==> config.mk <==
export PLATFORM = sky130hd
export DESIGN_NAME = servo_address_compare_gating
export DESIGN_NICKNAME = d
export VERILOG_FILES = /design/src/shared/servo_cmp_pkg.sv /design/src/verilog/servo_address_compare_gating.sv /design/src/verilog/masked_compare.sv
export SDC_FILE = /design/constraint.sdc
export NUM_CORES = 1
export LEC_CHECK = 0
export BUFFER_PORTS_ARGS = -buffer_cell sky130_fd_sc_hd__buf_2
export CAP_MARGIN = 0
export CORE_AREA = 10 10 122 124
export CTS_CLUSTER_SIZE = 30
export DETAILED_ROUTE_END_ITERATION = 16
export DIE_AREA = 0 0 132 134
export GPL_ROUTABILITY_DRIVEN = 0
export GPL_TIMING_DRIVEN = 0
export PLACE_DENSITY = 0.87
export SYNTH_ARGS = -nofsm -noshare
export SYNTH_HDL_FRONTEND = slang
export SYNTH_SLANG_ARGS = --single-unit
==> constraint.sdc <==
create_clock -name clk_sys -period 5.78 [get_ports clk_sys]
set_input_delay 0.578 -clock clk_sys [delete_from_list [all_inputs] [get_ports clk_sys]]
set_output_delay 0.578 -clock clk_sys [all_outputs]
set_load 0.01 [all_outputs]
==> src/shared/servo_cmp_pkg.sv <==
// Package: register map, field layout and carriers for the servo address compare block
package servo_cmp_pkg;

  localparam int unsigned DATA_W = 16;
  localparam int unsigned ADDR_W = 4;
  localparam int unsigned PIN_N  = 8;

  // Register indices on the plain register port
  localparam logic [ADDR_W-1:0] REG_TRACK_TARGET  = 4'h0;
  localparam logic [ADDR_W-1:0] REG_TRACK_MASK    = 4'h1;
  localparam logic [ADDR_W-1:0] REG_TRACK_CAPTURE = 4'h2;
  localparam logic [ADDR_W-1:0] REG_GATE_CONFIG   = 4'h3;
  localparam logic [ADDR_W-1:0] REG_INDEX_TARGET  = 4'h4;
  localparam logic [ADDR_W-1:0] REG_INDEX_MASK    = 4'h5;
  localparam logic [ADDR_W-1:0] REG_INDEX_CAPTURE = 4'h6;
  localparam logic [ADDR_W-1:0] REG_COMPARE_STAT  = 4'h7;

  // Reset values
  localparam logic [DATA_W-1:0] MASK_RST   = 16'h0000;
  localparam logic [DATA_W-1:0] GATE_RST   = 16'h0000;
  localparam logic [DATA_W-1:0] VALUE_RST  = 16'h0000;
  localparam logic [DATA_W-1:0] READ_ZERO  = 16'h0000;

  // Gate config field layout
  localparam int unsigned GATE_VAL_LSB = 0;
  localparam int unsigned GATE_EN_LSB  = 8;
  // Pin order within the 8-bit groups
  localparam int unsigned PIN_SELECT_A = 2;
  // Status word field
  localparam int unsigned STAT_MATCH_BIT = 0;

  // Register port request
  typedef struct packed {
    logic [ADDR_W-1:0] addr;
    logic [DATA_W-1:0] wdata;
    logic              wr;
    logic              rd;
  } reg_req_t;

  // Sequencer loads of the decoded codes
  typedef struct packed {
    logic              track_shift_en;
    logic              track_load;
    logic [DATA_W-1:0] track_code;
    logic              index_shift_en;
    logic              index_load;
    logic [DATA_W-1:0] index_code;
  } seq_in_t;

  // Gate and select pin group
  typedef struct packed {
    logic gate_a;
    logic gate_b;
    logic gate_c;
    logic gate_d;
    logic discharge;
    logic select_a;
    logic extra_sel2;
    logic extra_sel1;
  } gate_pins_t;

endpackage : servo_cmp_pkg

==> src/verilog/servo_address_compare_gating.sv <==
// Servo address compare registers, masked comparators and gate pin override
//
// Strobed register access and the placing of the registers were left to the implementer.
`timescale 1ns/1ps
//
// Operation
// - Set track mask bits make the track comparator ignore those positions.
// - Track capture holds decoded track address, feeds comparator, readable by software.
// - Software write to track capture accepted only while track shift enable low.
// - Index target supplies sixteen-bit target to the index comparator.
// - Set index mask bits make the index comparator treat positions as don't-care.
// - Index capture holds decoded index address, feeds comparator, readable.
// - Software write to index capture accepted only while index shift enable low.
// - Gate config bits 15..8 grant pin control to value bits 7..0.
// - Each value bit drives its pin only while its enable bit is set.
// - Select A software enable overrides drive-fault control of select A.
// - Masks and gate config reset to zero: all match, no pin overridden.
// - Compare valid only when both masked comparisons hold.
// - Sixteen-bit read/write track target feeds the track comparator.
module servo_address_compare_gating
  import servo_cmp_pkg::*;
(
  // Clock and reset
  input  wire logic                           clk_sys,
  input  wire logic                           rst,
  input  wire logic                           clk_en,
  // Register port
  input  wire servo_cmp_pkg::reg_req_t        reg_req,
  output logic [servo_cmp_pkg::DATA_W-1:0]    reg_rdata,
  // Burst sequencer
  input  wire servo_cmp_pkg::seq_in_t         seq_in,
  // Normal pin drive from sequencer and fault logic
  input  wire servo_cmp_pkg::gate_pins_t      seq_pins,
  input  wire logic                           fault_sel_a_en,
  input  wire logic                           fault_sel_a_val,
  // Pins and status
  output servo_cmp_pkg::gate_pins_t           gate_pins,
  output logic                                addr_match
);
  import servo_cmp_pkg::*;

  logic [DATA_W-1:0] track_target_q;
  logic [DATA_W-1:0] track_mask_q;
  logic [DATA_W-1:0] track_capture_q;
  logic [DATA_W-1:0] gate_config_q;
  logic [DATA_W-1:0] index_target_q;
  logic [DATA_W-1:0] index_mask_q;
  logic [DATA_W-1:0] index_capture_q;
  logic [DATA_W-1:0] rdata_d;
  logic              track_match;
  logic              index_match;
  logic [PIN_N-1:0]  pin_en;
  logic [PIN_N-1:0]  pin_val;
  logic [PIN_N-1:0]  base_pins;
  logic [PIN_N-1:0]  pins_d;
  logic [PIN_N-1:0]  pins_q;
  logic              wr_track_target;
  logic              wr_track_mask;
  logic              wr_track_capture;
  logic              wr_gate_config;
  logic              wr_index_target;
  logic              wr_index_mask;
  logic              wr_index_capture;

  // Write decode
  always_comb
  begin
    wr_track_target  = 1'b0;
    wr_track_mask    = 1'b0;
    wr_track_capture = 1'b0;
    wr_gate_config   = 1'b0;
    wr_index_target  = 1'b0;
    wr_index_mask    = 1'b0;
    wr_index_capture = 1'b0;
    if (reg_req.wr)
    begin
      if (reg_req.addr == REG_TRACK_TARGET)
        wr_track_target = 1'b1;
      else if (reg_req.addr == REG_TRACK_MASK)
        wr_track_mask = 1'b1;
      else if (reg_req.addr == REG_TRACK_CAPTURE)
        wr_track_capture = 1'b1;
      else if (reg_req.addr == REG_GATE_CONFIG)
        wr_gate_config = 1'b1;
      else if (reg_req.addr == REG_INDEX_TARGET)
        wr_index_target = 1'b1;
      else if (reg_req.addr == REG_INDEX_MASK)
        wr_index_mask = 1'b1;
      else if (reg_req.addr == REG_INDEX_CAPTURE)
        wr_index_capture = 1'b1;
    end
  end

  // Targets: no documented reset, cleared for determinism
  always_ff @(posedge clk_sys or posedge rst)
  begin
    if (rst)
    begin
      track_target_q <= VALUE_RST;
      index_target_q <= VALUE_RST;
    end
    else if (clk_en)
    begin
      if (wr_track_target)
        track_target_q <= reg_req.wdata;
      if (wr_index_target)
        index_target_q <= reg_req.wdata;
    end
  end

  // Masks
  always_ff @(posedge clk_sys or posedge rst)
  begin
    if (rst)
    begin
      track_mask_q <= MASK_RST;
      index_mask_q <= MASK_RST;
    end
    else if (clk_en)
    begin
      if (wr_track_mask)
        track_mask_q <= reg_req.wdata;
      if (wr_index_mask)
        index_mask_q <= reg_req.wdata;
    end
  end

  // Track capture: sequencer load wins, software only while shift is idle
  always_ff @(posedge clk_sys or posedge rst)
  begin
    if (rst)
      track_capture_q <= VALUE_RST;
    else if (clk_en)
    begin
      if (seq_in.track_load)
        track_capture_q <= seq_in.track_code;
      else if (wr_track_capture && !seq_in.track_shift_en)
        track_capture_q <= reg_req.wdata;
    end
  end

  // Index capture, same policy
  always_ff @(posedge clk_sys or posedge rst)
  begin
    if (rst)
      index_capture_q <= VALUE_RST;
    else if (clk_en)
    begin
      if (seq_in.index_load)
        index_capture_q <= seq_in.index_code;
      else if (wr_index_capture && !seq_in.index_shift_en)
        index_capture_q <= reg_req.wdata;
    end
  end

  // Gate override config
  always_ff @(posedge clk_sys or posedge rst)
  begin
    if (rst)
      gate_config_q <= GATE_RST;
    else if (clk_en && wr_gate_config)
      gate_config_q <= reg_req.wdata;
  end

  // Comparators
  masked_compare u_track_cmp (
    .capture (track_capture_q),
    .target  (track_target_q),
    .mask    (track_mask_q),
    .match   (track_match)
  );

  masked_compare u_index_cmp (
    .capture (index_capture_q),
    .target  (index_target_q),
    .mask    (index_mask_q),
    .match   (index_match)
  );

  // Combinational so status follows the registers with no extra lag
  assign addr_match = track_match & index_match;

  // Pin override
  assign pin_en  = gate_config_q[GATE_EN_LSB +: PIN_N];
  assign pin_val = gate_config_q[GATE_VAL_LSB +: PIN_N];

  always_comb
  begin
    base_pins = seq_pins;
    // Fault drive applies only below the software override
    if (fault_sel_a_en)
      base_pins[PIN_SELECT_A] = fault_sel_a_val;
    pins_d = (pin_en & pin_val) | (~pin_en & base_pins);
  end

  // Registered pins keep outputs glitch-free; costs one cycle of latency
  always_ff @(posedge clk_sys or posedge rst)
  begin
    if (rst)
      pins_q <= {PIN_N{1'b0}};
    else if (clk_en)
      pins_q <= pins_d;
  end

  assign gate_pins = pins_q;

  // Read mux
  always_comb
  begin
    rdata_d = READ_ZERO;
    if (reg_req.addr == REG_TRACK_TARGET)
      rdata_d = track_target_q;
    else if (reg_req.addr == REG_TRACK_MASK)
      rdata_d = track_mask_q;
    else if (reg_req.addr == REG_TRACK_CAPTURE)
      rdata_d = track_capture_q;
    else if (reg_req.addr == REG_GATE_CONFIG)
      rdata_d = gate_config_q;
    else if (reg_req.addr == REG_INDEX_TARGET)
      rdata_d = index_target_q;
    else if (reg_req.addr == REG_INDEX_MASK)
      rdata_d = index_mask_q;
    else if (reg_req.addr == REG_INDEX_CAPTURE)
      rdata_d = index_capture_q;
    else if (reg_req.addr == REG_COMPARE_STAT)
      rdata_d[STAT_MATCH_BIT] = addr_match;
  end

  // Read data stands only in the cycle after the strobe
  always_ff @(posedge clk_sys or posedge rst)
  begin
    if (rst)
      reg_rdata <= READ_ZERO;
    else if (clk_en)
    begin
      if (reg_req.rd)
        reg_rdata <= rdata_d;
      else
        reg_rdata <= READ_ZERO;
    end
  end

endmodule : servo_address_compare_gating

==> src/verilog/masked_compare.sv <==
// Masked equality comparator: set mask bits are don't-care
`timescale 1ns/1ps
module masked_compare
  import servo_cmp_pkg::*;
(
  // Operands
  input  wire logic [DATA_W-1:0] capture,
  input  wire logic [DATA_W-1:0] target,
  input  wire logic [DATA_W-1:0] mask,
  // Result
  output logic                   match
);
  import servo_cmp_pkg::*;

  assign match = &((capture ~^ target) | mask);

endmodule : masked_compare

==> reports/metrics.csv, run 1 <==
stage,metric,value,unit
clock_network,post-cts-setup-buffers,0,
floorplanning,die-area,17700,um^2
sta,final_hold_viol_count,0,
global_routing,grt_pass1_wl,35.5,mm
min_path,hold_path.class,input port to async pin,
floorplanning,core,12500,um^2
worst_setup_path,crit_path_start,track_capture_q[11],
drt,drc,0,
clock_network,clkSlewWorstSetupHoldPaths,60,ps
pwr,ir_drop,0.234,mV
finish,final_core_util,67.2,%
worst_setup_path,r2r-start,track_capture_q[11],
logic_synthesis,synth-edff-count,0,
logic_synthesis,syn_area,7030,um^2
floorplanning,die_w,132,um
clock_network,cts_tree,built,
worst_setup_path,start_kind,flip-flop,
logic_synthesis,synth-simple-area-share,5.75,%
clock_network,h-tree-depth,4,
clock_network,cts.sink_count,136,
logic_synthesis,synthAdderAreaFrac,0,%
finish,design_area,8380,um^2
drt,firstDrtPassIters,8,
pwr,leakage,3.79,nW
logic_synthesis,synth.area.mux_share,19.4,%
pwr,p_per_area,363,nW/um^2
clock_network,cts-buffers-inserted,17,
drt,wl_met1,7.92,mm
worst_setup_path,rrSetupSlack,3930,ps
sta,min_period,2770,ps
placement,post-place-ws,3310,ps
global_routing,antenna_found_initial,0,
sta,setup-tns-final,0,ps
logic_synthesis,synth_xor_area_share,3.98,%
drt,wl,22.4,mm
finish,fin_nets,809,
drt,wl_per_cell,24.3,um
logic_synthesis,synth_top_family_by_area,multiplexers,
logic_synthesis,synth.distinct_cells,43,
clock_network,clockRootBuffer,clkbuf_16,
sta,rsz0062_at_grt,no,
floorplanning,initial_core_util,56.4,%
logic_synthesis,synth_ff_type,dfrtp_1,
finish,final_common_cell,dfrtp_1,
logic_synthesis,syn_avg_cell_area,11.2,um^2
global_routing,grt_max_degree,98,
sta,drv_slew,0,
sta,clock.fmax,361,MHz
worst_setup_path,required,5200,ps
logic_synthesis,synth_compound_area_share,18.1,%
worst_setup_path,crit_arrival,2190,ps
drt,vias_per_cell,6.58,
placement,place_hpwl,15.7,mm
worst_setup_path,worstReg2RegEnd,reg_rdata[0],
drt,met2_length,10.8,mm
sta,fin_crit_sh,47.9,%
floorplanning,pin_count,96,
sta,worstMarginPinSlew,750,ps
sta,fin_skew,5.74,ps
logic_synthesis,ys_seq_area_share,48.4,%
clock_network,ctsResizeCount,0,
drt,antenna_left,0,
drt,routed-wl-met3,2.27,mm
sta,setup_viol,0,
finish,diodes,0,
sta,worst_slew_margin_rel,50.0,%
floorplanning,fp-row-count,41,
logic_synthesis,synth_fp_nets,699,
logic_synthesis,synthArstFlopShare,100,%
finish,drive_gt1_share,30.4,%
placement,io_buffers,90,
sta,fin_ws,3010,ps
worst_setup_path,crit_type,flip-flop to output port,
logic_synthesis,synthCells,628,
outcome,outcome,finished clean,
drt,vias,6071,
finish,syn2layout_area_growth,19.2,%
worst_setup_path,cp-end-kind,output port,
drt,initialDrtViolationCount,806,
clock_network,postCtsHoldBufs,0,
worst_setup_path,cp-endpoint,addr_match,
job,maxCapViolations,0,
worst_setup_path,cp_max_fo,3,
global_routing,overflow,0,
finish,mostFrequentLayoutCells,"dfrtp_1, buf_2, a21oi_1",
global_routing,grt_pass1_vias,6490,
logic_synthesis,synth-seq-cells,136,
placement,place_area,7730,um^2
clock_network,insertion_delay,430,ps
logic_synthesis,synth_warnings,0,
clock_network,clk_path_buf_depth,2,
floorplanning,die_h,134,um
drt,highest_layer,met4,
global_routing,track_usage,25.4,%
worst_setup_path,r2r_cells,5,
==> layer usage <==
layer	GRT usage [%]	vias up
met1	28.4	2950
met3	7.80	140
li1	-	2518
met4	15.9	0
met5	0	-
met2	41.7	463
==> cell type report <==
| type | count | area, um^2 |
|---|---|---|
| Fill cell | 799 | 4080 |
| Sequential cell | 136 | 3400 |
| Multi-Input combinational cell | 424 | 3320 |
| Timing Repair Buffer | 91 | 478 |
| Clock buffer | 19 | 453 |
| Buffer | 49 | 240 |
| Tap cell | 172 | 215 |
| Clock inverter | 12 | 198 |
| Inverter | 19 | 76.3 |
==> cell usage after synthesis (13+ instances only) <==
| library cell | number | area (um^2) |
|---|---|---|
| o31ai_1 | 13 | 97.6 |
| inv_1 | 18 | 67.6 |
| mux2i_1 | 40 | 400 |
| clkbuf_1 | 19 | 71.3 |
| a311oi_1 | 13 | 114 |
| nor2_1 | 41 | 154 |
| a22o_1 | 14 | 123 |
| mux2_2 | 72 | 811 |
| xnor2_1 | 32 | 280 |
| a21oi_1 | 82 | 410 |
| o21a_1 | 28 | 210 |
| dfrtp_1 | 136 | 3400 |
| o22ai_1 | 16 | 100 |
| buf_1 | 14 | 52.6 |
| a22oi_1 | 15 | 113 |
==> report_power, final <==
group | switching, W | internal [W] | leakage (nW)
Clock | 0.000424 | 0.000785 | 0.315
Combinational | 0.000284 | 0.000274 | 1.79
Sequential | 0.000168 | 0.00111 | 1.68
==> flip-flops by register name, indices dropped and copies added (netlist names) <==
signal           flops
gate_config_q       16
track_mask_q        16
index_target_q      16
index_capture_q     16
gate_pins            8
track_target_q      16
reg_rdata           16
track_capture_q     16
index_mask_q        16
==> metrics by stage <==
stage	hold slack, ps	total power (W)	std cells
floorplan	498	0.00161	628
global placement	489	0.00177	890
detailed placement	495	0.00181	891
CTS	159	0.00302	922
global route	176	0.00314	922
finish	154	0.00305	922
==> cell families (layout without fill, tap and decap cells) <==
logic type | Yosys count | after routing
AOI/OAI and AO/OA | 196 | 196
DFF | 136 | 136
muxes | 122 | 122
and+or+nand+nor | 74 | 74
buffers and inverters | 68 | 190
xor gates and xnor gates | 32 | 32
==> worst max-delay path, cell delays in order (launching register included) <==
cell and delay (ps):
dfrtp_1 430, xnor2_1 280, o22ai_1 130, nor4_1 420
nand4_1 280, inv_1 100, buf_2 130
==> worst min path at each step <==
stage / from / to / slack, ps
2_1_floorplan: index_mask_q[0] / index_mask_q[0] / 500
3_3_place_gp: gate_pins[2] / gate_pins[2] / 490
3_5_place_dp: reg_rdata[10] / reg_rdata[10] / 490
4_1_cts: rst / gate_config_q[10] / 160
5_1_grt: rst / gate_pins[5] / 180
6_report: rst / gate_pins[5] / 150
No activity file was read; power rests on OpenSTA's default activity.
==> inputs of run 2 (changes only) <==
Settings changed: ABC_AREA set to 1, CORE_AREA 10 10 122 124 to 10 10 120 122, DIE_AREA 0 0 132 134 to 0 0 130 132.
Clock period 5.78 ns to 2.9 ns, I/O delays scaled along.
==> reports/metrics.csv, run 2 <==
stage,metric,value,unit
sta,drv_slew,0,
drt,initialDrtViolationCount,1135,
finish,mostFrequentLayoutCells,"nand2_1, o21ai_0, dfrtp_1",
pwr,design_power_total,0.00568,W
floorplanning,initial_core_util,57.5,%
clock_network,cts.sink_count,136,
logic_synthesis,synth-edff-count,0,
global_routing,antenna_found_initial,1,
worst_setup_path,crit_arrival,2070,ps
finish,drive_gt1_share,16.5,%
global_routing,grt_max_degree,44,
finish,fin_nets,1060,
logic_synthesis,synth_fp_nets,942,
logic_synthesis,synth_most_common_cell,nand2_1,
sta,clock.fmax,424,MHz
logic_synthesis,ys_seq_area_share,49.7,%
finish,regArea,3400,um^2
logic_synthesis,synthTopCellsByCount,"nand2_1, o21ai_0, dfrtp_1",
placement,post-place-ws,846,ps
global_routing,grt_pass1_wl,35.1,mm
sta,setup-tns-final,0,ps
sta,worstMarginPinSlew,614,ps
sta,final_hold_viol_count,0,
clock_network,cts-buffers-inserted,17,
sta,fin_ws,540,ps
global_routing,overflow,0,
drt,wl,21.9,mm
floorplanning,fp-row-count,40,
clock_network,clk_path_buf_depth,2,
sta,fin_crit_sh,81.4,%
clock_network,clkSlewWorstSetupHoldPaths,60,ps
logic_synthesis,synth_top_area_share,49.7,%
finish,fillers,977,
floorplanning,core,11900,um^2
finish,final_core_util,68.9,%
logic_synthesis,synth_area_leaders,"dfrtp_1, nand2_1, o21ai_0, inv_1, o211ai_1",
worst_setup_path,start_kind,flip-flop,
drt,wl_per_cell,19.1,um
logic_synthesis,synth_ff_type,dfrtp_1,
drt,antenna_left,0,
clock_network,cts_tree,built,
drt,vias_per_cell,5.97,
sta,setup_viol,0,
worst_setup_path,crit_type,flip-flop to output port,
pwr,ir_drop,0.451,mV
sta,rsz0062_at_grt,no,
drt,vias,6862,
pwr,p_per_area,692,nW/um^2
finish,multiInputGateArea,2910,um^2
clock_network,postCtsHoldBufs,1,
finish,final_common_cell,nand2_1,
floorplanning,die_h,132,um
sta,worst_slew_margin_rel,59.1,%
logic_synthesis,yosys.area.top_type,dfrtp_1,
clock_network,h-tree-depth,4,
drt,drc,0,
floorplanning,pin_count,96,
min_path,hold_path.class,input port to flip-flop,
worst_setup_path,cp_max_fo,4,
placement,place_hpwl,15.7,mm
logic_synthesis,synth.distinct_cells,30,
global_routing,track_usage,26.0,%
clock_network,insertion_delay,430,ps
sta,min_period,2360,ps
placement,io_buffers,95,
logic_synthesis,synthCells,871,
logic_synthesis,synth-seq-cells,136,
logic_synthesis,synth_warnings,0,
floorplanning,die_w,130,um
pwr,leakage,4.08,nW
finish,syn2layout_area_growth,19.8,%
drt,firstDrtPassIters,7,
logic_synthesis,synthArstFlopShare,100,%
clock_network,ctsResizeCount,0,
sta,hold_ws,104,ps
worst_setup_path,required,2610,ps
job,maxCapViolations,0,
outcome,outcome,finished clean,
worst_setup_path,cp-end-kind,output port,
clock_network,clockRootBuffer,clkbuf_16,
clock_network,post-cts-setup-buffers,0,
logic_synthesis,syn_avg_cell_area,7.86,um^2
floorplanning,die-area,17200,um^2
logic_synthesis,syn_area,6850,um^2
sta,fin_skew,5.00,ps
global_routing,grt_pass1_vias,6857,
run 2: path summary, 6_finish.rpt:
kind | to | slack (ps) | depth (start not counted) | from
max in group asynchronous | track_mask_q[0] | 1800 | 4 | rst
hold reg to reg | reg_rdata[6] | 470 | 2 | reg_rdata[6]
min in group asynchronous | index_mask_q[9] | 490 | 3 | rst
hold / removal | track_capture_q[2] | 100 | 3 | seq_in[20]
setup / recovery | addr_match | 540 | 7 | track_target_q[13]
setup reg to reg | reg_rdata[0] | 1080 | 14 | track_target_q[7]
run 2: report_power, final:
part	internal, W	switching, W
clock network	0.00150	0.000796
registers	0.00220	0.000280
logic	0.000353	0.000551
run 2: layout make-up:
type | instances | share of cell area [%]
multi-input cells | 602 | 35.5
diodes | 1 | 0.0305
inverters | 93 | 4.30
repair buffers | 99 | 6.65
flip-flops and latches | 136 | 41.5
clock inverters | 9 | 1.77
plain buffers | 40 | 2.23
well taps | 147 | 2.24
clock buffers | 23 | 5.82
run 2: metal layers:
layer | GRT usage [%] | vias up | wire (um)
met3 | 7.24 | 82 | 2210
met2 | 40.3 | 412 | 10400
li1 | - | 3120 | -
met4 | 13.3 | 0 | 899
met1 | 32.3 | 3248 | 8410
met5 | 0 | - | 0
run 2: cell families after synthesis:
| family | after synthesis | synth area share (%) |
|---|---|---|
| AOI/OAI and AO/OA | 235 | 19.7 |
| and+or+nand+nor | 359 | 21.7 |
| DFF | 136 | 49.7 |
| buffers and inverters | 133 | 7.77 |
| muxes | 8 | 1.17 |
run 2: stage by stage:
| step | std cells | area, um^2 |
|---|---|---|
| 2_1_floorplan | 871 | 6850 |
| 3_3_place_gp | 1113 | 7510 |
| 3_5_place_dp | 1116 | 7570 |
| 4_1_cts | 1149 | 8200 |
| 5_1_grt | 1150 | 8210 |
| 6_report | 1150 | 8210 |
run 2: worst max-delay path, cell delays in order (launching register included):
cell and delay [ps]:
dfrtp_1 410, or2_2 300, nand2_1 80, nand2_1 60, nor2_1 90, nand2_1 120
nor4_1 370, buf_2 210
==> inputs of run 3 (changes only) <==
Settings changed: CORE_AREA 10 10 120 122 to 10 10 126 128, DIE_AREA 0 0 130 132 to 0 0 136 138, PLACE_DENSITY 0.87 to 0.83.
Clock period 2.9 ns to 2 ns, I/O delays scaled along.
==> reports/metrics.csv, run 3 (synthesis gave the netlist of run 2 again) <==
stage,metric,value,unit
outcome,outcome,"complete, but fails checks",
outcome,violations,setup timing,
sta,worst_slew_margin_rel,48.9,%
floorplanning,pin_count,96,
drt,wl,22.3,mm
global_routing,overflow,0,
finish,fillers,1135,
global_routing,grt_pass1_vias,6669,
worst_setup_path,worstReg2RegEnd,reg_rdata[0],
finish,regArea,3400,um^2
worst_setup_path,path_cells,"or2_4, nand2_2, nand2_2, nor2_4, nand2_4, nor4_4, buf_2",
worst_setup_path,crit_top_cell,nand2_2,
clock_network,cts-buffers-inserted,17,
clock_network,cts_tree,built,
clock_network,cts.sink_count,136,
finish,mostFrequentLayoutCells,"nand2_1, o21ai_0, dfrtp_1",
pwr,p_seq_share,42.2,%
clock_network,h-tree-depth,4,
sta,setup-tns-final,-139,ps
pwr,pwr-share-clk,40.2,%
finish,fin_nets,1080,
global_routing,grt_pass1_wl,35.0,mm
finish,final_cells,1202,
worst_setup_path,cp_slowest_cell,dfrtp_1,
placement,place_hpwl,15.8,mm
worst_setup_path,rrSetupSlack,170,ps
finish,multiInputGateArea,3000,um^2
floorplanning,die-area,18800,um^2
worst_setup_path,r2r-start,index_capture_q[12],
global_routing,use_met1,29.0,%
global_routing,use_met3,6.81,%
worst_setup_path,required,1800,ps
floorplanning,core,13500,um^2
sta,rsz0062_at_grt,yes,
clock_network,clkSlewWorstSetupHoldPaths,60,ps
drt,vias,6899,
drt,firstDrtPassIters,7,
worst_setup_path,cp_max_fo,4,
floorplanning,die_w,136,um
global_routing,met2_usage,36.6,%
global_routing,track_usage,23.7,%
clock_network,clk_path_buf_depth,2,
finish,drive_gt1_share,19.7,%
drt,vias_per_cell,5.74,
pwr,combPwrFrac,17.6,%
sta,fin_skew,8.37,ps
worst_setup_path,critical_path.top_delay_family,simple AND/OR/NAND/NOR gates,
sta,worstMarginPinSlew,764,ps
global_routing,antenna_found_initial,1,
finish,design_area,8500,um^2
clock_network,clockRootBuffer,clkbuf_16,
placement,place_area,7610,um^2
job,maxCapViolations,0,
global_routing,grt.busiest_layer,met2,
drt,drc,0,
sta,hold_ws,7.82,ps
worst_setup_path,r2r_cells,15,
pwr,p_int,0.00602,W
sta,fin_crit_sh,107,%
placement,placed_cells,1149,
sta,setup_viol,1,
pwr,p_per_area,1000,nW/um^2
min_path,hold_end,index_capture_q[6],
pwr,ir_drop,0.659,mV
worst_setup_path,max_stage_delay,430,ps
worst_setup_path,cp-end-kind,output port,
worst_setup_path,crit_type,flip-flop to output port,
floorplanning,die_h,138,um
finish,syn2layout_area_growth,24.1,%
floorplanning,initial_core_util,50.7,%
min_path,hold_depth,3,
min_path,hold_path.class,input port to flip-flop,
drt,initialDrtViolationCount,909,
sta,final_hold_viol_count,0,
sta,min_period,2140,ps
floorplanning,fp-row-count,43,
drt,antenna_left,0,
global_routing,grt_max_degree,41,
worst_setup_path,crit_arrival,1940,ps
drt,wl_per_cell,18.6,um
min_path,hold_start,seq_in[6],
placement,io_buffers,95,
worst_setup_path,start_kind,flip-flop,
sta,drv_slew,0,
pwr,switchingPower,0.00248,W
sta,clock.fmax,467,MHz
clock_network,insertion_delay,430,ps
worst_setup_path,path_buf_inv,1,
sta,fin_ws,-139,ps
finish,final_common_cell,nand2_1,
pwr,sw_frac_of_total,29.2,%
pwr,leakage,4.21,nW
-- run 3: changes by cell type in the layout (fill, tap and decap cells not counted), sizes merged --
cell      previous run  this run
buf                111       131
bufinv               4         5
clkbuf              50        46
clkinvlp             1         3
-- run 3: area by class of cell --
cell class	instances	share of cell area [%]
multi-input cells	602	35.3
plain buffers	40	2.15
clock buffers	19	5.09
well taps	180	2.65
repair buffers	119	8.19
inverters	93	4.15
diodes	1	0.0295
clock inverters	12	2.37
flip-flops and latches	136	40.1
-- run 3: per-layer routing --
metal | part of all wire, % | wire length [um]
met1 | 38 | 8500
met2 | 47 | 10500
met3 | 10 | 2310
met4 | 4.5 | 1010
met5 | 0 | 0
-- run 3: how the worst max path moves through the flow --
stage                            startpoint                 end  slack [ps]  depth (start not counted)
after detailed placement        reg_req[20]       reg_rdata[10]          50                         10
after CTS                 index_target_q[5]          addr_match         -80                          7
after global routing      track_target_q[4]          addr_match        -210                          7
after global placement                  rst  track_capture_q[5]        -780                          2
after floorplan                         rst    gate_config_q[0]         110                          1
final                     track_target_q[4]          addr_match        -140                          7
-- run 3: worst min-delay path, delay by kind of cell --
family,cells,cell delay (ps)
buf+inv,1,70
compound gates,2,120
-- run 3: power by group through the flow --
| stage | logic, W | clock network (W) | registers (W) |
|---|---|---|---|
| after detailed placement | 0.00127 | 0 | 0.00361 |
| final | 0.00150 | 0.00341 | 0.00358 |
| after global placement | 0.00120 | 0 | 0.00360 |
| after floorplan | 0.000873 | 0 | 0.00351 |
| after CTS | 0.00141 | 0.00342 | 0.00356 |
| after global routing | 0.00169 | 0.00352 | 0.00363 |
-- run 3: timing repair --
item                       in CTS  in global routing
pin swaps                      12                  2
setup endpoints to repair       1                  1
gates resized for setup        14                 14
hold endpoints to repair       33                  0
setup buffers                  15                  5
hold buffers                    1                  0
-- run 3: through the flow --
| stage | utilization [%] | worst slack [ps] | total power, W |
|---|---|---|---|
| floorplan | - | 107 | 0.00439 |
| global placement | 55.9 | -780 | 0.00480 |
| detailed placement | 56.4 | 49.1 | 0.00488 |
| CTS | 62.3 | -84.4 | 0.00839 |
| global route | 62.9 | -212 | 0.00884 |
| finish | 62.9 | -139 | 0.00850 |
